$ cat config.mk
export PLATFORM = sky130hd
export DESIGN_NAME = dpbsc_host
export DESIGN_NICKNAME = d
export VERILOG_FILES = /design/src/pkg/dpbsc_pkg.sv /design/src/core/dpbsc_tap_reset.sv /design/src/core/dpbsc_host.sv
export SDC_FILE = /design/constraint.sdc
export NUM_CORES = 1
export LEC_CHECK = 0
export BUFFER_PORTS_ARGS = -buffer_cell sky130_fd_sc_hd__buf_4
export CAP_MARGIN = 20
export CORE_UTILIZATION = 51
export DETAILED_ROUTE_END_ITERATION = 7
export PLACE_DENSITY = 0.81
export SYNTH_ARGS = -nofsm -noshare
export SYNTH_HDL_FRONTEND = slang
export SYNTH_SLANG_ARGS = --single-unit
$ cat constraint.sdc
create_clock -name ref_clk_i -period 2 [get_ports ref_clk_i]
set_input_delay 0.3 -clock ref_clk_i [delete_from_list [all_inputs] [get_ports ref_clk_i]]
set_output_delay 0.3 -clock ref_clk_i [all_outputs]
set_load 0.005 [all_outputs]
$ cat src/pkg/dpbsc_pkg.sv
// Constants and types for the dual-port byte and flag access controller
package dpbsc_pkg;

  // ==========================================================================
  // Clock and timing
  // ==========================================================================
  localparam int CLK_PERIOD_NS = 10;
  // Address and selects settle before any strobe
  localparam int T_SETUP_NS    = 10;
  // Strobe width, one access time of the memory
  localparam int T_ACCESS_NS   = 15;
  // Data and address hold after the strobe ends
  localparam int T_HOLD_NS     = 10;
  // Test reset pulse after our own reset ends
  localparam int T_TAP_RST_NS  = 100;

  localparam int SETUP_CYC   = (T_SETUP_NS + CLK_PERIOD_NS - 1) / CLK_PERIOD_NS;
  localparam int ACCESS_CYC  = (T_ACCESS_NS + CLK_PERIOD_NS - 1) / CLK_PERIOD_NS;
  localparam int HOLD_CYC    = (T_HOLD_NS + CLK_PERIOD_NS - 1) / CLK_PERIOD_NS;
  localparam int TAP_RST_CYC = (T_TAP_RST_NS + CLK_PERIOD_NS - 1) / CLK_PERIOD_NS;

  localparam logic [3:0] SETUP_CNT   = 4'(SETUP_CYC - 1);
  localparam logic [3:0] ACCESS_CNT  = 4'(ACCESS_CYC - 1);
  localparam logic [3:0] HOLD_CNT    = 4'(HOLD_CYC - 1);
  localparam logic [3:0] TAP_RST_CNT = 4'(TAP_RST_CYC);

  // ==========================================================================
  // Widths and field positions
  // ==========================================================================
  localparam int ADDR_W      = 17;
  localparam int DATA_W      = 18;
  localparam int LANE_W      = 9;
  localparam int FLAG_IDX_W  = 3;
  localparam int LANE_UPPER  = 1;
  localparam int LANE_LOWER  = 0;

  // ==========================================================================
  // Values after reset
  // ==========================================================================
  localparam logic [3:0]        CNT_RST   = 4'h0;
  localparam logic [ADDR_W-1:0] ADDR_RST  = 17'h00000;
  localparam logic [DATA_W-1:0] DATA_RST  = 18'h00000;
  localparam logic [1:0]        LANES_OFF = 2'h3;

  // ==========================================================================
  // Types
  // ==========================================================================
  typedef enum logic [1:0] {
    ST_IDLE,
    ST_SETUP,
    ST_STROBE,
    ST_HOLD
  } dpbsc_fsm_type;

  typedef struct packed {
    dpbsc_fsm_type     state;
    logic [3:0]        cnt;
    logic              is_write;
    logic              ce0_n;
    logic              ce1;
    logic              rw;
    logic              oe_n;
    logic              sem_n;
    logic              ub_n;
    logic              lb_n;
    logic [ADDR_W-1:0] addr;
    logic [DATA_W-1:0] dout;
    logic [1:0]        doe_n;
    logic [DATA_W-1:0] rdata;
    logic              ack;
  } dpbsc_regs_type;

  typedef struct packed {
    logic [3:0] cnt;
    logic       rst_n;
  } dpbsc_tap_type;

endpackage

$ cat src/core/dpbsc_tap_reset.sv
// Test reset pulse generator for the memory's test access port
`timescale 1ns/10ps
module dpbsc_tap_reset (
  input  wire logic ref_clk_i,
  input  wire logic resetn_i,
  output logic      test_reset_n_o
);

  // ==========================================================================
  // State
  // ==========================================================================
  dpbsc_pkg::dpbsc_tap_type regs_ff;
  dpbsc_pkg::dpbsc_tap_type nxt_regs;

  always_comb begin
    nxt_regs = regs_ff;
    if (regs_ff.cnt != dpbsc_pkg::TAP_RST_CNT) begin
      nxt_regs.cnt = regs_ff.cnt + 4'h1;
    end
    // Held low through reset and a fixed time after it
    nxt_regs.rst_n = (regs_ff.cnt == dpbsc_pkg::TAP_RST_CNT);
  end

  always_ff @(posedge ref_clk_i or negedge resetn_i) begin
    if (!resetn_i) begin
      regs_ff <= '{cnt: dpbsc_pkg::CNT_RST, rst_n: 1'b0};
    end else begin
      regs_ff <= nxt_regs;
    end
  end

  assign test_reset_n_o = regs_ff.rst_n;

  a_tap_reset_held: assert property (
    @(posedge ref_clk_i) disable iff (!resetn_i)
    (regs_ff.cnt != dpbsc_pkg::TAP_RST_CNT) |-> ##1 !test_reset_n_o)
    else $error("test reset released too early");

endmodule

$ cat src/core/dpbsc_host.sv
// Host controller for one port of a dual-port memory with flag access
//
// Notes on behaviour
// - Write with upper select high, lower low: drive only lower lanes.
// - Write with upper select low, lower high: drive only upper lanes.
// - Flag write: flag select low, chip off, write low, lower low; lane 0 stored.
// - Flag read drives only lanes whose select is low; we pull selects low.
`timescale 1ns/10ps
module dpbsc_host (
  input  wire logic                         ref_clk_i,
  input  wire logic                         resetn_i,
  // User side
  input  wire logic                         req_i,
  input  wire logic                         req_write_i,
  input  wire logic                         req_flag_i,
  input  wire logic [dpbsc_pkg::ADDR_W-1:0] req_addr_i,
  input  wire logic [1:0]                   req_lanes_i,
  input  wire logic [dpbsc_pkg::DATA_W-1:0] req_wdata_i,
  output logic                              ready_o,
  output logic                              ack_o,
  output logic [dpbsc_pkg::DATA_W-1:0]      rdata_o,
  // Memory port pins
  output logic                              chip_enable_n_o,
  output logic                              chip_enable_active_high_o,
  output logic                              read_write_select_o,
  output logic                              output_enable_n_o,
  output logic                              flag_access_select_n_o,
  output logic                              upper_lane_select_n_o,
  output logic                              lower_lane_select_n_o,
  output logic [dpbsc_pkg::ADDR_W-1:0]      mem_addr_o,
  input  wire logic [dpbsc_pkg::DATA_W-1:0] mem_data_i,
  output logic [dpbsc_pkg::DATA_W-1:0]      mem_data_o,
  output logic [1:0]                        mem_data_oe_n_o,
  output logic                              test_reset_n_o
);

  // ==========================================================================
  // Helpers
  // ==========================================================================
  function automatic logic [dpbsc_pkg::DATA_W-1:0] lane_mask(input logic ub_n, input logic lb_n);
    lane_mask = {{dpbsc_pkg::LANE_W{~ub_n}}, {dpbsc_pkg::LANE_W{~lb_n}}};
  endfunction

  // ==========================================================================
  // State
  // ==========================================================================
  dpbsc_pkg::dpbsc_regs_type regs_ff;
  dpbsc_pkg::dpbsc_regs_type nxt_regs;
  localparam dpbsc_pkg::dpbsc_regs_type REGS_RST = '{
    state:    dpbsc_pkg::ST_IDLE,
    cnt:      dpbsc_pkg::CNT_RST,
    is_write: 1'b0,
    ce0_n:    1'b1,
    ce1:      1'b0,
    rw:       1'b1,
    oe_n:     1'b1,
    sem_n:    1'b1,
    ub_n:     1'b1,
    lb_n:     1'b1,
    addr:     dpbsc_pkg::ADDR_RST,
    dout:     dpbsc_pkg::DATA_RST,
    doe_n:    dpbsc_pkg::LANES_OFF,
    rdata:    dpbsc_pkg::DATA_RST,
    ack:      1'b0
  };

  // ==========================================================================
  // Access sequencer
  // ==========================================================================
  always_comb begin
    nxt_regs     = regs_ff;
    nxt_regs.ack = 1'b0;
    case (regs_ff.state)
      dpbsc_pkg::ST_IDLE: begin
        if (req_i) begin
          nxt_regs.state    = dpbsc_pkg::ST_SETUP;
          nxt_regs.cnt      = dpbsc_pkg::SETUP_CNT;
          nxt_regs.is_write = req_write_i;
          if (req_flag_i) begin
            // Chip stays off during flag access; only the flag index goes out
            nxt_regs.ce0_n = 1'b1;
            nxt_regs.ce1   = 1'b0;
            nxt_regs.sem_n = 1'b0;
            nxt_regs.addr  = {{(dpbsc_pkg::ADDR_W - dpbsc_pkg::FLAG_IDX_W){1'b0}},
                              req_addr_i[dpbsc_pkg::FLAG_IDX_W-1:0]};
            if (req_write_i) begin
              // Only lane 0 matters, so only the lower group is driven
              nxt_regs.ub_n  = 1'b1;
              nxt_regs.lb_n  = 1'b0;
              nxt_regs.dout  = {{(dpbsc_pkg::DATA_W - 1){1'b0}}, req_wdata_i[0]};
              nxt_regs.doe_n = 2'b10;
            end else begin
              // Both selects low so every lane carries the flag
              nxt_regs.ub_n  = 1'b0;
              nxt_regs.lb_n  = 1'b0;
              nxt_regs.dout  = dpbsc_pkg::DATA_RST;
              nxt_regs.doe_n = dpbsc_pkg::LANES_OFF;
            end
          end else begin
            nxt_regs.ce0_n = 1'b0;
            nxt_regs.ce1   = 1'b1;
            nxt_regs.sem_n = 1'b1;
            nxt_regs.addr  = req_addr_i;
            nxt_regs.ub_n  = ~req_lanes_i[dpbsc_pkg::LANE_UPPER];
            nxt_regs.lb_n  = ~req_lanes_i[dpbsc_pkg::LANE_LOWER];
            if (req_write_i) begin
              // Unselected lanes stay released
              nxt_regs.dout  = req_wdata_i & lane_mask(~req_lanes_i[1], ~req_lanes_i[0]);
              nxt_regs.doe_n = ~req_lanes_i;
            end else begin
              nxt_regs.dout  = dpbsc_pkg::DATA_RST;
              nxt_regs.doe_n = dpbsc_pkg::LANES_OFF;
            end
          end
        end
      end
      dpbsc_pkg::ST_SETUP: begin
        if (regs_ff.cnt == 4'h0) begin
          nxt_regs.state = dpbsc_pkg::ST_STROBE;
          nxt_regs.cnt   = dpbsc_pkg::ACCESS_CNT;
          nxt_regs.rw    = ~regs_ff.is_write;
          nxt_regs.oe_n  = regs_ff.is_write;
        end else begin
          nxt_regs.cnt = regs_ff.cnt - 4'h1;
        end
      end
      dpbsc_pkg::ST_STROBE: begin
        if (regs_ff.cnt == 4'h0) begin
          nxt_regs.state = dpbsc_pkg::ST_HOLD;
          nxt_regs.cnt   = dpbsc_pkg::HOLD_CNT;
          nxt_regs.rw    = 1'b1;
          nxt_regs.oe_n  = 1'b1;
          if (!regs_ff.is_write) begin
            // Lanes not selected are floating, so they read as zero
            nxt_regs.rdata = mem_data_i & lane_mask(regs_ff.ub_n, regs_ff.lb_n);
          end
        end else begin
          nxt_regs.cnt = regs_ff.cnt - 4'h1;
        end
      end
      dpbsc_pkg::ST_HOLD: begin
        if (regs_ff.cnt == 4'h0) begin
          // Write data is held until the chip is off, for hold margin
          nxt_regs.state = dpbsc_pkg::ST_IDLE;
          nxt_regs.ce0_n = 1'b1;
          nxt_regs.ce1   = 1'b0;
          nxt_regs.sem_n = 1'b1;
          nxt_regs.ub_n  = 1'b1;
          nxt_regs.lb_n  = 1'b1;
          nxt_regs.doe_n = dpbsc_pkg::LANES_OFF;
          nxt_regs.ack   = 1'b1;
        end else begin
          nxt_regs.cnt = regs_ff.cnt - 4'h1;
        end
      end
      default: begin
        nxt_regs = REGS_RST;
      end
    endcase
  end

  always_ff @(posedge ref_clk_i or negedge resetn_i) begin
    if (!resetn_i) begin
      regs_ff <= REGS_RST;
    end else begin
      regs_ff <= nxt_regs;
    end
  end

  // ==========================================================================
  // Outputs
  // ==========================================================================
  assign ready_o                   = (regs_ff.state == dpbsc_pkg::ST_IDLE);
  assign ack_o                     = regs_ff.ack;
  assign rdata_o                   = regs_ff.rdata;
  assign chip_enable_n_o           = regs_ff.ce0_n;
  assign chip_enable_active_high_o = regs_ff.ce1;
  assign read_write_select_o       = regs_ff.rw;
  assign output_enable_n_o         = regs_ff.oe_n;
  assign flag_access_select_n_o    = regs_ff.sem_n;
  assign upper_lane_select_n_o     = regs_ff.ub_n;
  assign lower_lane_select_n_o     = regs_ff.lb_n;
  assign mem_addr_o                = regs_ff.addr;
  assign mem_data_o                = regs_ff.dout;
  assign mem_data_oe_n_o           = regs_ff.doe_n;

  dpbsc_tap_reset u_tap_reset (
    .ref_clk_i      (ref_clk_i),
    .resetn_i       (resetn_i),
    .test_reset_n_o (test_reset_n_o)
  );

  // ==========================================================================
  // Checks
  // ==========================================================================
  a_lower_write_only: assert property (
    @(posedge ref_clk_i) disable iff (!resetn_i)
    (!read_write_select_o && flag_access_select_n_o && upper_lane_select_n_o && !lower_lane_select_n_o)
    |-> (mem_data_oe_n_o == 2'b10) && (mem_data_o[17:9] == 9'h000))
    else $error("lower-only write drives upper lanes");

  a_upper_write_only: assert property (
    @(posedge ref_clk_i) disable iff (!resetn_i)
    (!read_write_select_o && flag_access_select_n_o && !upper_lane_select_n_o && lower_lane_select_n_o)
    |-> (mem_data_oe_n_o == 2'b01) && (mem_data_o[8:0] == 9'h000))
    else $error("upper-only write drives lower lanes");

  a_flag_write_lane: assert property (
    @(posedge ref_clk_i) disable iff (!resetn_i)
    (!flag_access_select_n_o && !read_write_select_o)
    |-> chip_enable_n_o && !chip_enable_active_high_o && !lower_lane_select_n_o
        && !mem_data_oe_n_o[0] && (mem_data_o[17:1] == 17'h00000))
    else $error("flag write controls wrong");

  a_flag_read_sel: assert property (
    @(posedge ref_clk_i) disable iff (!resetn_i)
    (!flag_access_select_n_o && !output_enable_n_o)
    |-> !upper_lane_select_n_o && !lower_lane_select_n_o && chip_enable_n_o)
    else $error("flag read without lane selects");

  a_flag_index: assert property (
    @(posedge ref_clk_i) disable iff (!resetn_i)
    !flag_access_select_n_o |-> (mem_addr_o[16:3] == 14'h0000))
    else $error("flag address above three bits");

  a_read_released: assert property (
    @(posedge ref_clk_i) disable iff (!resetn_i)
    (!output_enable_n_o || (chip_enable_n_o && flag_access_select_n_o)) |-> (mem_data_oe_n_o == 2'b11))
    else $error("lanes driven while memory may drive");

  a_strobe_width: assert property (
    @(posedge ref_clk_i) disable iff (!resetn_i)
    $fell(read_write_select_o) |-> !read_write_select_o [*2] ##1 read_write_select_o)
    else $error("write strobe width wrong");

  a_ack_bound: assert property (
    @(posedge ref_clk_i) disable iff (!resetn_i)
    (req_i && ready_o) |-> ##5 ack_o)
    else $error("access did not finish in time");

endmodule

==> results.ini, run 1 <==
[status]
status = completed

[placement]
place_ws_ns = -0.01054
hpwl_mm = 5.330
port_buffers = 124
place_area_sq_um = 4363
gp_congestion = 0.9112

[setup_path]
crit_cells = 5
r2r-start = regs_ff[64]
cpPeakStageDelay_ns = 0.41
cp_top_family = simple AND/OR/NAND/NOR gates
worstPathRequired_ns = 2.23
rr_endpoint = rdata_o[17]
critPathMaxFanout = 18
crit_buf_inv = 1
r2r_cells = 5
rrSetupSlack_ns = 0.14
worstPathArrival_ns = 2.09
cp-end-kind = register
start_kind = register
crit_type = reg2reg
slowest_stage = dfrtp_1
critical_path.cell_chain = inv_1 -> ha_1 -> nor3b_4 -> nand3_4 -> mux2_4

[sta]
max_clock_freq_mhz = 536.6
rsz0062_at_grt = no
whs_ns = 0.1667
slew_headroom = 0.6530
worst_pin_slew_ns = 0.5135
fin_ws_ns = 0.1365
fin_skew_ns = 0.007031
drv_slew = 0
fin_crit_ns = 1.863
period_share = 0.9317
hold_violations = 0
setup_violations = 0
finalSetupTns_ns = 0

[floorplan]
initial_core_util = 0.5369
placementRows = 30
dieWidth_um = 87.51
io_pins = 125
die_area_sq_um = 7657
die_h_um = 87.51
core_sq_um = 6944

[yosys]
syn_area_sq_um = 3729
ys_ff_latch = 75
synthCells = 330
synth_edf_count = 0
yosysSeqAreaShare = 0.5060
syn_area_per_cell_sq_um = 11.30
synth_top_cells_by_area = dfrtp_1, buf_4, dfstp_2
ys.flop_type = dfrtp_1
ys_warn_count = 0
synth-async-reset-ratio = 1.000
synth_cell_types = 44
synthesis.nets = 397
yosysTopAreaCell = dfrtp_1
synth_top_area_frac = 0.4497

[grt]
track_usage = 0.2038
grt_pass1_wl_mm = 11.69
grt_max_degree = 48
grt_overflow_total = 0
antenna_found_initial = 0
first_global_vias = 2408

[clocking]
cts_tree = built
clk_latency_ns = 0.34
max-clock-path-buffers = 2
cts_num_sinks = 75
cts_resized = 0
cts_buffers = 9
clk_pin_slew_ns = 0.08
cts-htree-levels = 3
root_buffer = clkbuf_8

[power_and_ir_drop]
p_leak_uw = 0.002305
ir_worst_vdd_mv = 0.6488
total_power_uw = 6496
powerDensity_nw_per_um2 = 1410

[routing]
drtAntennaViolNets = 0
dr.pass1.iters = 4
vias = 2547
wl_mm = 7.398
viasPerCell = 5.034
drtIter0Drc = 77
wire_per_inst_um = 14.62
drc_errors = 0

[layout]
fin_area_sq_um = 4607
multi_input_area_sq_um = 1330
antennaDiodeCount = 0
layout_commonest_cell = buf_4
seq_area_sq_um = 1887
area_delta_synth_final_pct = 23.56
layout-drive-gt1-share = 0.4415
fin_nets = 472
final_cell_mix = buf_4, dfrtp_1, nor2b_1
fillCellCount = 561

[hold_path]
min_to = mem_data_o[14]
hp-class = in2reg
min_path_cells = 2
hp-start = req_wdata_i[14]

[flow_run]
maxCapViolCount = 0

-- repair_timing --
item | in CTS | in global routing
hold buffers | 1 | 0
endpoints found under the setup margin | 17 | 0
hold endpoints to repair | 26 | 0
buffers inserted | 1 | 0
-- cell type report --
type | count | share of cell area
multi-input cells | 177 | 0.2887
flip-flops and latches | 75 | 0.4096
clock inverters | 6 | 0.01928
clock buffers | 10 | 0.02988
repair buffers | 132 | 0.2184
inverters | 10 | 0.008148
well taps | 96 | 0.02607
-- per-stage QoR --
step,util,cells
3_3_place_gp,0.6283,488
4_1_cts,0.6634,506
2_1_floorplan,-,330
5_1_grt,0.6634,506
6_report,0.6634,506
3_5_place_dp,0.6283,488
-- worst reg2reg max path, delay by kind of cell, from the launching register on --
kind | cells | cell delay [ns]
adder cells (fa/ha/maj) | 1 | 0.26
multiplexers | 1 | 0.40
flip-flops | 1 | 0.41
AND/OR/NAND/NOR | 2 | 0.57
buffers and inverters | 1 | 0.11
-- registers in the layout, summed over array words and instances, names as in the netlist --
name / flops
mem_data_o: 18
rdata_o: 18
mem_addr_o: 17
regs_ff: 7
u_tap_reset.regs_ff: 4
mem_data_oe_n_o: 2
ack_o: 1
chip_enable_active_high_o: 1
chip_enable_n_o: 1
flag_access_select_n_o: 1
lower_lane_select_n_o: 1
output_enable_n_o: 1
read_write_select_o: 1
u_tap_reset.test_reset_n_o: 1
upper_lane_select_n_o: 1
-- cell usage after synthesis (2+ instances only) --
library cell and n:
a21oi_1 3, a22o_1 17, a31oi_1 2, and3_1 2, buf_2 4, buf_4 55, clkbuf_1 8, dfrtp_1 67
dfstp_2 8, ha_1 7, inv_1 10, mux2_2 12, mux2_4 10, mux2i_1 2, nand2_1 21, nand2b_1 15
nand4_1 2, nor2_1 9, nor2b_1 23, nor3_1 2, nor4bb_1 2, o2111ai_1 2, o21a_1 4, o21ai_0 18
o22a_1 2, o22ai_1 2, o31ai_1 2, xnor2_1 3
-- report_power, final --
group	leakage, uW	internal [uW]	switching, uW
Combinational	0.00123	1540	1120
Clock	0.000108	736	552
Sequential	0.000965	2150	404
-- cell families after synthesis --
logic type / Yosys count / synth area share
AOI/OAI and AO/OA: 59 / 0.1141
xor gates and xnor gates: 3 / 0.007048
adders and majority gates: 7 / 0.02349
buffers and inverters: 78 / 0.1373
DFF: 75 / 0.5060
muxes: 24 / 0.08188
and+or+nand+nor: 84 / 0.1302
-- worst max path at each step --
stage,end,start,slack (ns)
after CTS,rdata_o[17],regs_ff[64],0.17
final,rdata_o[17],regs_ff[64],0.14
after floorplan,rdata_o[0],regs_ff[64],0.21
after detailed placement,rdata_o[11],regs_ff[64],-0.01
after global placement,rdata_o[9],regs_ff[64],0.07
after global routing,rdata_o[12],regs_ff[64],0.02
-- metal layers --
layer  up-vias  share of wire  global-route usage
met1      1214           0.44              0.2668
li1       1221              -                   -
met5         -              0                   0
met4         0          0.026              0.1133
met3        16          0.066             0.04265
met2        96           0.47              0.3175
(Power assumes the default switching activity.)
==> run 2: changes to the inputs <==
--- a/config.mk
+++ b/config.mk
@@ -7,9 +7,10 @@
 export LEC_CHECK = 0
 export BUFFER_PORTS_ARGS = -buffer_cell sky130_fd_sc_hd__buf_4
 export CAP_MARGIN = 20
-export CORE_UTILIZATION = 51
+export CORE_UTILIZATION = 50
 export DETAILED_ROUTE_END_ITERATION = 7
-export PLACE_DENSITY = 0.81
+export PLACE_DENSITY = 0.79
 export SYNTH_ARGS = -nofsm -noshare
 export SYNTH_HDL_FRONTEND = slang
+export SYNTH_HIERARCHICAL = 1
 export SYNTH_SLANG_ARGS = --single-unit
==> run 2 against run 1 <==
Effect of this change: utilization down 2.0 points; clock-buffer cell count unchanged; die area up 1.6%; non-clock buffer count up 4; clock skew up 0.00096 ns.
==> results.ini, run 2 <==
[sta]
fin_crit_ns = 1.872
fin_skew_ns = 0.007994
max_clock_freq_mhz = 534.1
hold_violations = 0
worst_pin_slew_ns = 0.4825
finalSetupTns_ns = 0
slew_headroom = 0.6784
drv_slew = 0
rsz0062_at_grt = no
period_share = 0.9362
setup_violations = 0

[setup_path]
worstPathArrival_ns = 1.57
crit_type = reg2out
start_kind = register
cp-end-kind = primary output
worstPathRequired_ns = 1.70
critPathMaxFanout = 9

[yosys]
ys.flop_type = dfrtp_1
synth_cell_types = 36
synth_top_cells_by_area = dfrtp_1, buf_4, dfstp_2
synth_edf_count = 0
synth-async-reset-ratio = 1.000
yosysMostFrequentCell = dfrtp_1
syn_area_per_cell_sq_um = 10.74
synth_common_cells = dfrtp_1, buf_4, nand2_1, nand2b_1, a22o_1
synth_top_area_frac = 0.4513
ys_ff_latch = 75
synthCells = 346
syn_area_sq_um = 3715
yosysTopAreaCell = dfrtp_1
yosysSeqAreaShare = 0.5079
ys_warn_count = 6
synthesis.nets = 413

[placement]
gp_congestion = 0.8202
port_buffers = 124
hpwl_mm = 5.351
place_area_sq_um = 4358

[floorplan]
die_h_um = 88.20
placementRows = 31
initial_core_util = 0.5149
dieWidth_um = 88.20
core_sq_um = 7214
die_area_sq_um = 7778
io_pins = 125

[routing]
wl_mm = 7.649
drc_errors = 0
viasPerCell = 4.958
wire_per_inst_um = 14.49
drtIter0Drc = 116
vias = 2618
drtAntennaViolNets = 0
dr.pass1.iters = 4

[hold_path]
hp-class = in2reg

[layout]
layout-drive-gt1-share = 0.4406
area_delta_synth_final_pct = 24.92
fin_area_sq_um = 4641
final_cell_mix = buf_4, dfrtp_1, nand2_1
layout_commonest_cell = buf_4
antennaDiodeCount = 0
fin_nets = 492

[grt]
track_usage = 0.1985
grt_max_degree = 40
first_global_vias = 2509
grt_pass1_wl_mm = 11.68
antenna_found_initial = 0
grt_overflow_total = 0

[flow_run]
maxCapViolCount = 0

[power_and_ir_drop]
ir_worst_vdd_mv = 0.6547
p_leak_uw = 0.002292
total_power_uw = 6297
powerDensity_nw_per_um2 = 1357

[clocking]
clk_pin_slew_ns = 0.08
cts_tree = built
cts_num_sinks = 75
cts-htree-levels = 3
max-clock-path-buffers = 2
clk_latency_ns = 0.34
root_buffer = clkbuf_8
cts_buffers = 9

[status]
status = completed

-- run 2: changes by cell type after synthesis, moves of 9 or more --
| cell | before | now |
|---|---|---|
| o22a_1 | 2 | 11 |
| nand2_1 | 21 | 38 |
| nand2b_1 | 15 | 32 |
| mux2_4 | 10 | 0 |
| nor2b_1 | 23 | 0 |
| o21ai_2 | 0 | 12 |
-- run 2: path summary, 6_finish.rpt --
| check | from | slack, ns | end | cells after the start |
|---|---|---|---|---|
| setup / recovery | regs_ff[68] | 0.13 | ready_o | 4 |
| hold / removal | req_wdata_i[15] | 0.17 | mem_data_o[15] | 2 |
| setup reg to reg | regs_ff[68] | 0.15 | mem_data_o[9] | 6 |
| hold reg to reg | rdata_o[15] | 0.48 | rdata_o[15] | 2 |
| max in group asynchronous | resetn_i | 0.89 | upper_lane_select_n_o | 3 |
| min in group asynchronous | resetn_i | 0.47 | mem_addr_o[13] | 2 |
-- run 2: timing repair --
item,4_1_cts,5_1_grt
resized for setup,0,2
cloned,0,1
pin swaps,2,1
hold buffers,1,0
buffers inserted,0,3
hold endpoints to repair,36,0
setup endpoints to repair,18,20
-- run 2: layout make-up --
| cell class | count | area, sq um |
|---|---|---|
| fillers | 618 | 2574 |
| flip-flops and latches | 75 | 1887 |
| multi-input cells | 192 | 1325 |
| repair buffers | 136 | 1049 |
| clock buffers | 10 | 137.6 |
| well taps | 99 | 123.9 |
| clock inverters | 5 | 77.57 |
| inverters | 11 | 41.29 |
-- run 2: routing by layer --
metal / up-vias / share of wire / track usage / wire length, um
li1: 1273 / - / - / -
met1: 1255 / 0.45 / 0.2558 / 3462
met2: 81 / 0.47 / 0.3231 / 3612
met3: 9 / 0.062 / 0.05184 / 473
met4: 0 / 0.013 / 0.07185 / 100
met5: - / 0 / 0 / 0
-- run 2: cells by family after synthesis --
group | count (synthesis) | share of synthesized area
and+or+nand+nor | 99 | 0.1458
xor gates and xnor gates | 3 | 0.007074
buffers and inverters | 80 | 0.1421
adders and majority gates | 7 | 0.02358
AOI/OAI and AO/OA | 74 | 0.1506
DFF | 75 | 0.5079
muxes | 8 | 0.02290
-- run 2: per-stage QoR --
step | util | cells | worst slack [ns] | hold slack [ns]
2_1_floorplan | - | 346 | 0.2879 | 0.004409
3_3_place_gp | 0.6041 | 508 | 0.02333 | 0.2949
3_5_place_dp | 0.6041 | 508 | -0.07947 | 0.2941
4_1_cts | 0.6353 | 524 | -0.04412 | 0.1613
5_1_grt | 0.6433 | 528 | 0.01011 | 0.1575
6_report | 0.6433 | 528 | 0.1277 | 0.1737
-- run 2: worst max-delay path: stages (launching register included) --
cell     delay, ns
dfrtp_1       0.43
inv_1         0.11
ha_1          0.37
buf_4         0.22
buf_4         0.11
-- run 2: power breakdown --
part / internal, uW / switching [uW] / leakage (uW)
Sequential: 2060 / 361 / 0.000963
Combinational: 1420 / 1180 / 0.00122
Clock: 725 / 542 / 0.000108
Total: 4210 / 2090 / 0.00229
==> run 3: changes to the inputs <==
--- a/config.mk
+++ b/config.mk
@@ -7,9 +7,11 @@
 export LEC_CHECK = 0
 export BUFFER_PORTS_ARGS = -buffer_cell sky130_fd_sc_hd__buf_4
 export CAP_MARGIN = 20
+export CORE_ASPECT_RATIO = 0.9
 export CORE_UTILIZATION = 50
 export DETAILED_ROUTE_END_ITERATION = 7
 export PLACE_DENSITY = 0.79
+export SKIP_CTS_REPAIR_TIMING = 1
 export SYNTH_ARGS = -nofsm -noshare
 export SYNTH_HDL_FRONTEND = slang
 export SYNTH_HIERARCHICAL = 1
==> run 3 against run 2 <==
Effect of this change: final cell count is 1.7% lower; first-iteration DRC count is 31% lower; utilization is 0.17 points higher; critical path type is now reg2reg; largest cell class unchanged; largest power group unchanged.
==> results.ini, run 3 (synthesis results as in run 2) <==
[routing]
viasPerCell = 4.942
dr.pass1.iters = 4
drtAntennaViolNets = 0
drc_errors = 0
wl_mm = 7.373
drtIter0Drc = 80
wire_per_inst_um = 14.21
vias = 2565

[sta]
drv_slew = 0
setup_violations = 0
slew_headroom = 0.5826
worst_pin_slew_ns = 0.6261
hold_violations = 0
finalSetupTns_ns = 0
fin_skew_ns = 0.007878
whs_ns = 0.1688
rsz0062_at_grt = no
max_clock_freq_mhz = 548.0
fin_crit_ns = 1.825
period_share = 0.9123

[layout]
layout-drive-gt1-share = 0.4366
final_util = 0.6450
final_cell_mix = buf_4, dfrtp_1, nand2_1
layout_commonest_cell = buf_4
fin_nets = 488
fin_area_sq_um = 4587
antennaDiodeCount = 0
area_delta_synth_final_pct = 23.48

[placement]
gp_congestion = 0.7712
place_area_sq_um = 4355
port_buffers = 124
hpwl_mm = 5.286

[setup_path]
cp-end-kind = register
rr_endpoint = regs_ff[69]
startpoint = regs_ff[68]
r2r-start = regs_ff[68]
worstPathArrival_ns = 2.06
start_kind = register
critPathMaxFanout = 6
crit_type = reg2reg
slowest_stage = dfrtp_1
cpPeakStageDelay_ns = 0.41
cp_top_family = simple AND/OR/NAND/NOR gates
crit_buf_inv = 1
rrSetupSlack_ns = 0.18
critical_path.cell_chain = inv_1 -> ha_1 -> nor3_1 -> nor2_2 -> nor2_2 -> mux2_2
cpMostUsedCell = nor2_2
cp-endpoint = regs_ff[69]
crit_cells = 6
r2r_cells = 6
worstPathRequired_ns = 2.23

[clocking]
cts_buffers = 9
max-clock-path-buffers = 2
clk_pin_slew_ns = 0.08
cts_num_sinks = 75
clk_latency_ns = 0.34
cts-htree-levels = 3
cts_tree = built
root_buffer = clkbuf_8

[floorplan]
core_sq_um = 7112
die_area_sq_um = 7778
dieWidth_um = 92.86
io_pins = 125
placementRows = 29
initial_core_util = 0.5223
die_h_um = 83.77

[power_and_ir_drop]
switching_power_uw = 2029
seqPwrFrac = 0.402
p_leak_uw = 0.002253
ir_worst_vdd_mv = 0.6789
p_int_uw = 4032
clockPowerShare = 0.185
p_sw_frac = 0.3347
total_power_uw = 6061
powerDensity_nw_per_um2 = 1321
pwr-share-comb = 0.413

[grt]
track_usage = 0.2050
grt_overflow_total = 0
grt_max_degree = 54
first_global_vias = 2510
grt_pass1_wl_mm = 12.33
antenna_found_initial = 0

[hold_path]
hp-start = req_wdata_i[6]
hp-class = in2reg

[flow_run]
maxCapViolCount = 0

[status]
status = completed

[run 3: metrics by stage]
step / cells / setup WS (ns)
floorplan: 346 / 0.2879
global placement: 501 / 0.1541
detailed placement: 501 / 0.1055
CTS: 517 / 0.07994
global route: 519 / 0.02592
finish: 519 / 0.1753
[run 3: final cells by class]
type / instances / area [sq um]
clock inverters: 3 / 20.02
flip-flops and latches: 75 / 1887
repair buffers: 133 / 1039
multi-input cells: 191 / 1305
inverters: 11 / 41.29
well taps: 93 / 116.4
fillers: 578 / 2525
clock buffers: 13 / 178.9
[run 3: worst min-delay path by stage]
| stage | end | slack (ns) | depth (start not counted) |
|---|---|---|---|
| 6_report | mem_data_o[6] | 0.17 | 2 |
| 2_1_floorplan | ack_o | 0.004 | 0 |
| 4_1_cts | mem_addr_o[13] | -0.03 | 1 |
| 5_1_grt | mem_data_o[5] | 0.15 | 2 |
| 3_5_place_dp | mem_addr_o[13] | 0.36 | 1 |
| 3_3_place_gp | mem_addr_o[11] | 0.36 | 1 |
[run 3: power groups by stage]
| stage | combinational [uW] | clock, uW | sequential, uW |
|---|---|---|---|
| finish | 2500 | 1120 | 2430 |
| global route | 2770 | 1230 | 2500 |
| CTS | 2460 | 1170 | 2440 |
| detailed placement | 2450 | 0 | 2460 |
| global placement | 2390 | 0 | 2430 |
| floorplan | 1930 | 0 | 2330 |
[run 3: worst register-to-register path, cell delays in order, from the launching register on]
cell and delay [ns]:
dfrtp_1 0.41, inv_1 0.08, ha_1 0.30, nor3_1 0.34, nor2_2 0.10, nor2_2 0.14, mux2_2 0.34
[run 3: routing by layer]
layer,up-vias,GRT usage,part of all wire
li1,1260,-,-
met1,1222,0.2846,0.48
met2,79,0.3082,0.46
met3,4,0.06466,0.055
met4,0,0.06014,0.0062
met5,-,0,0
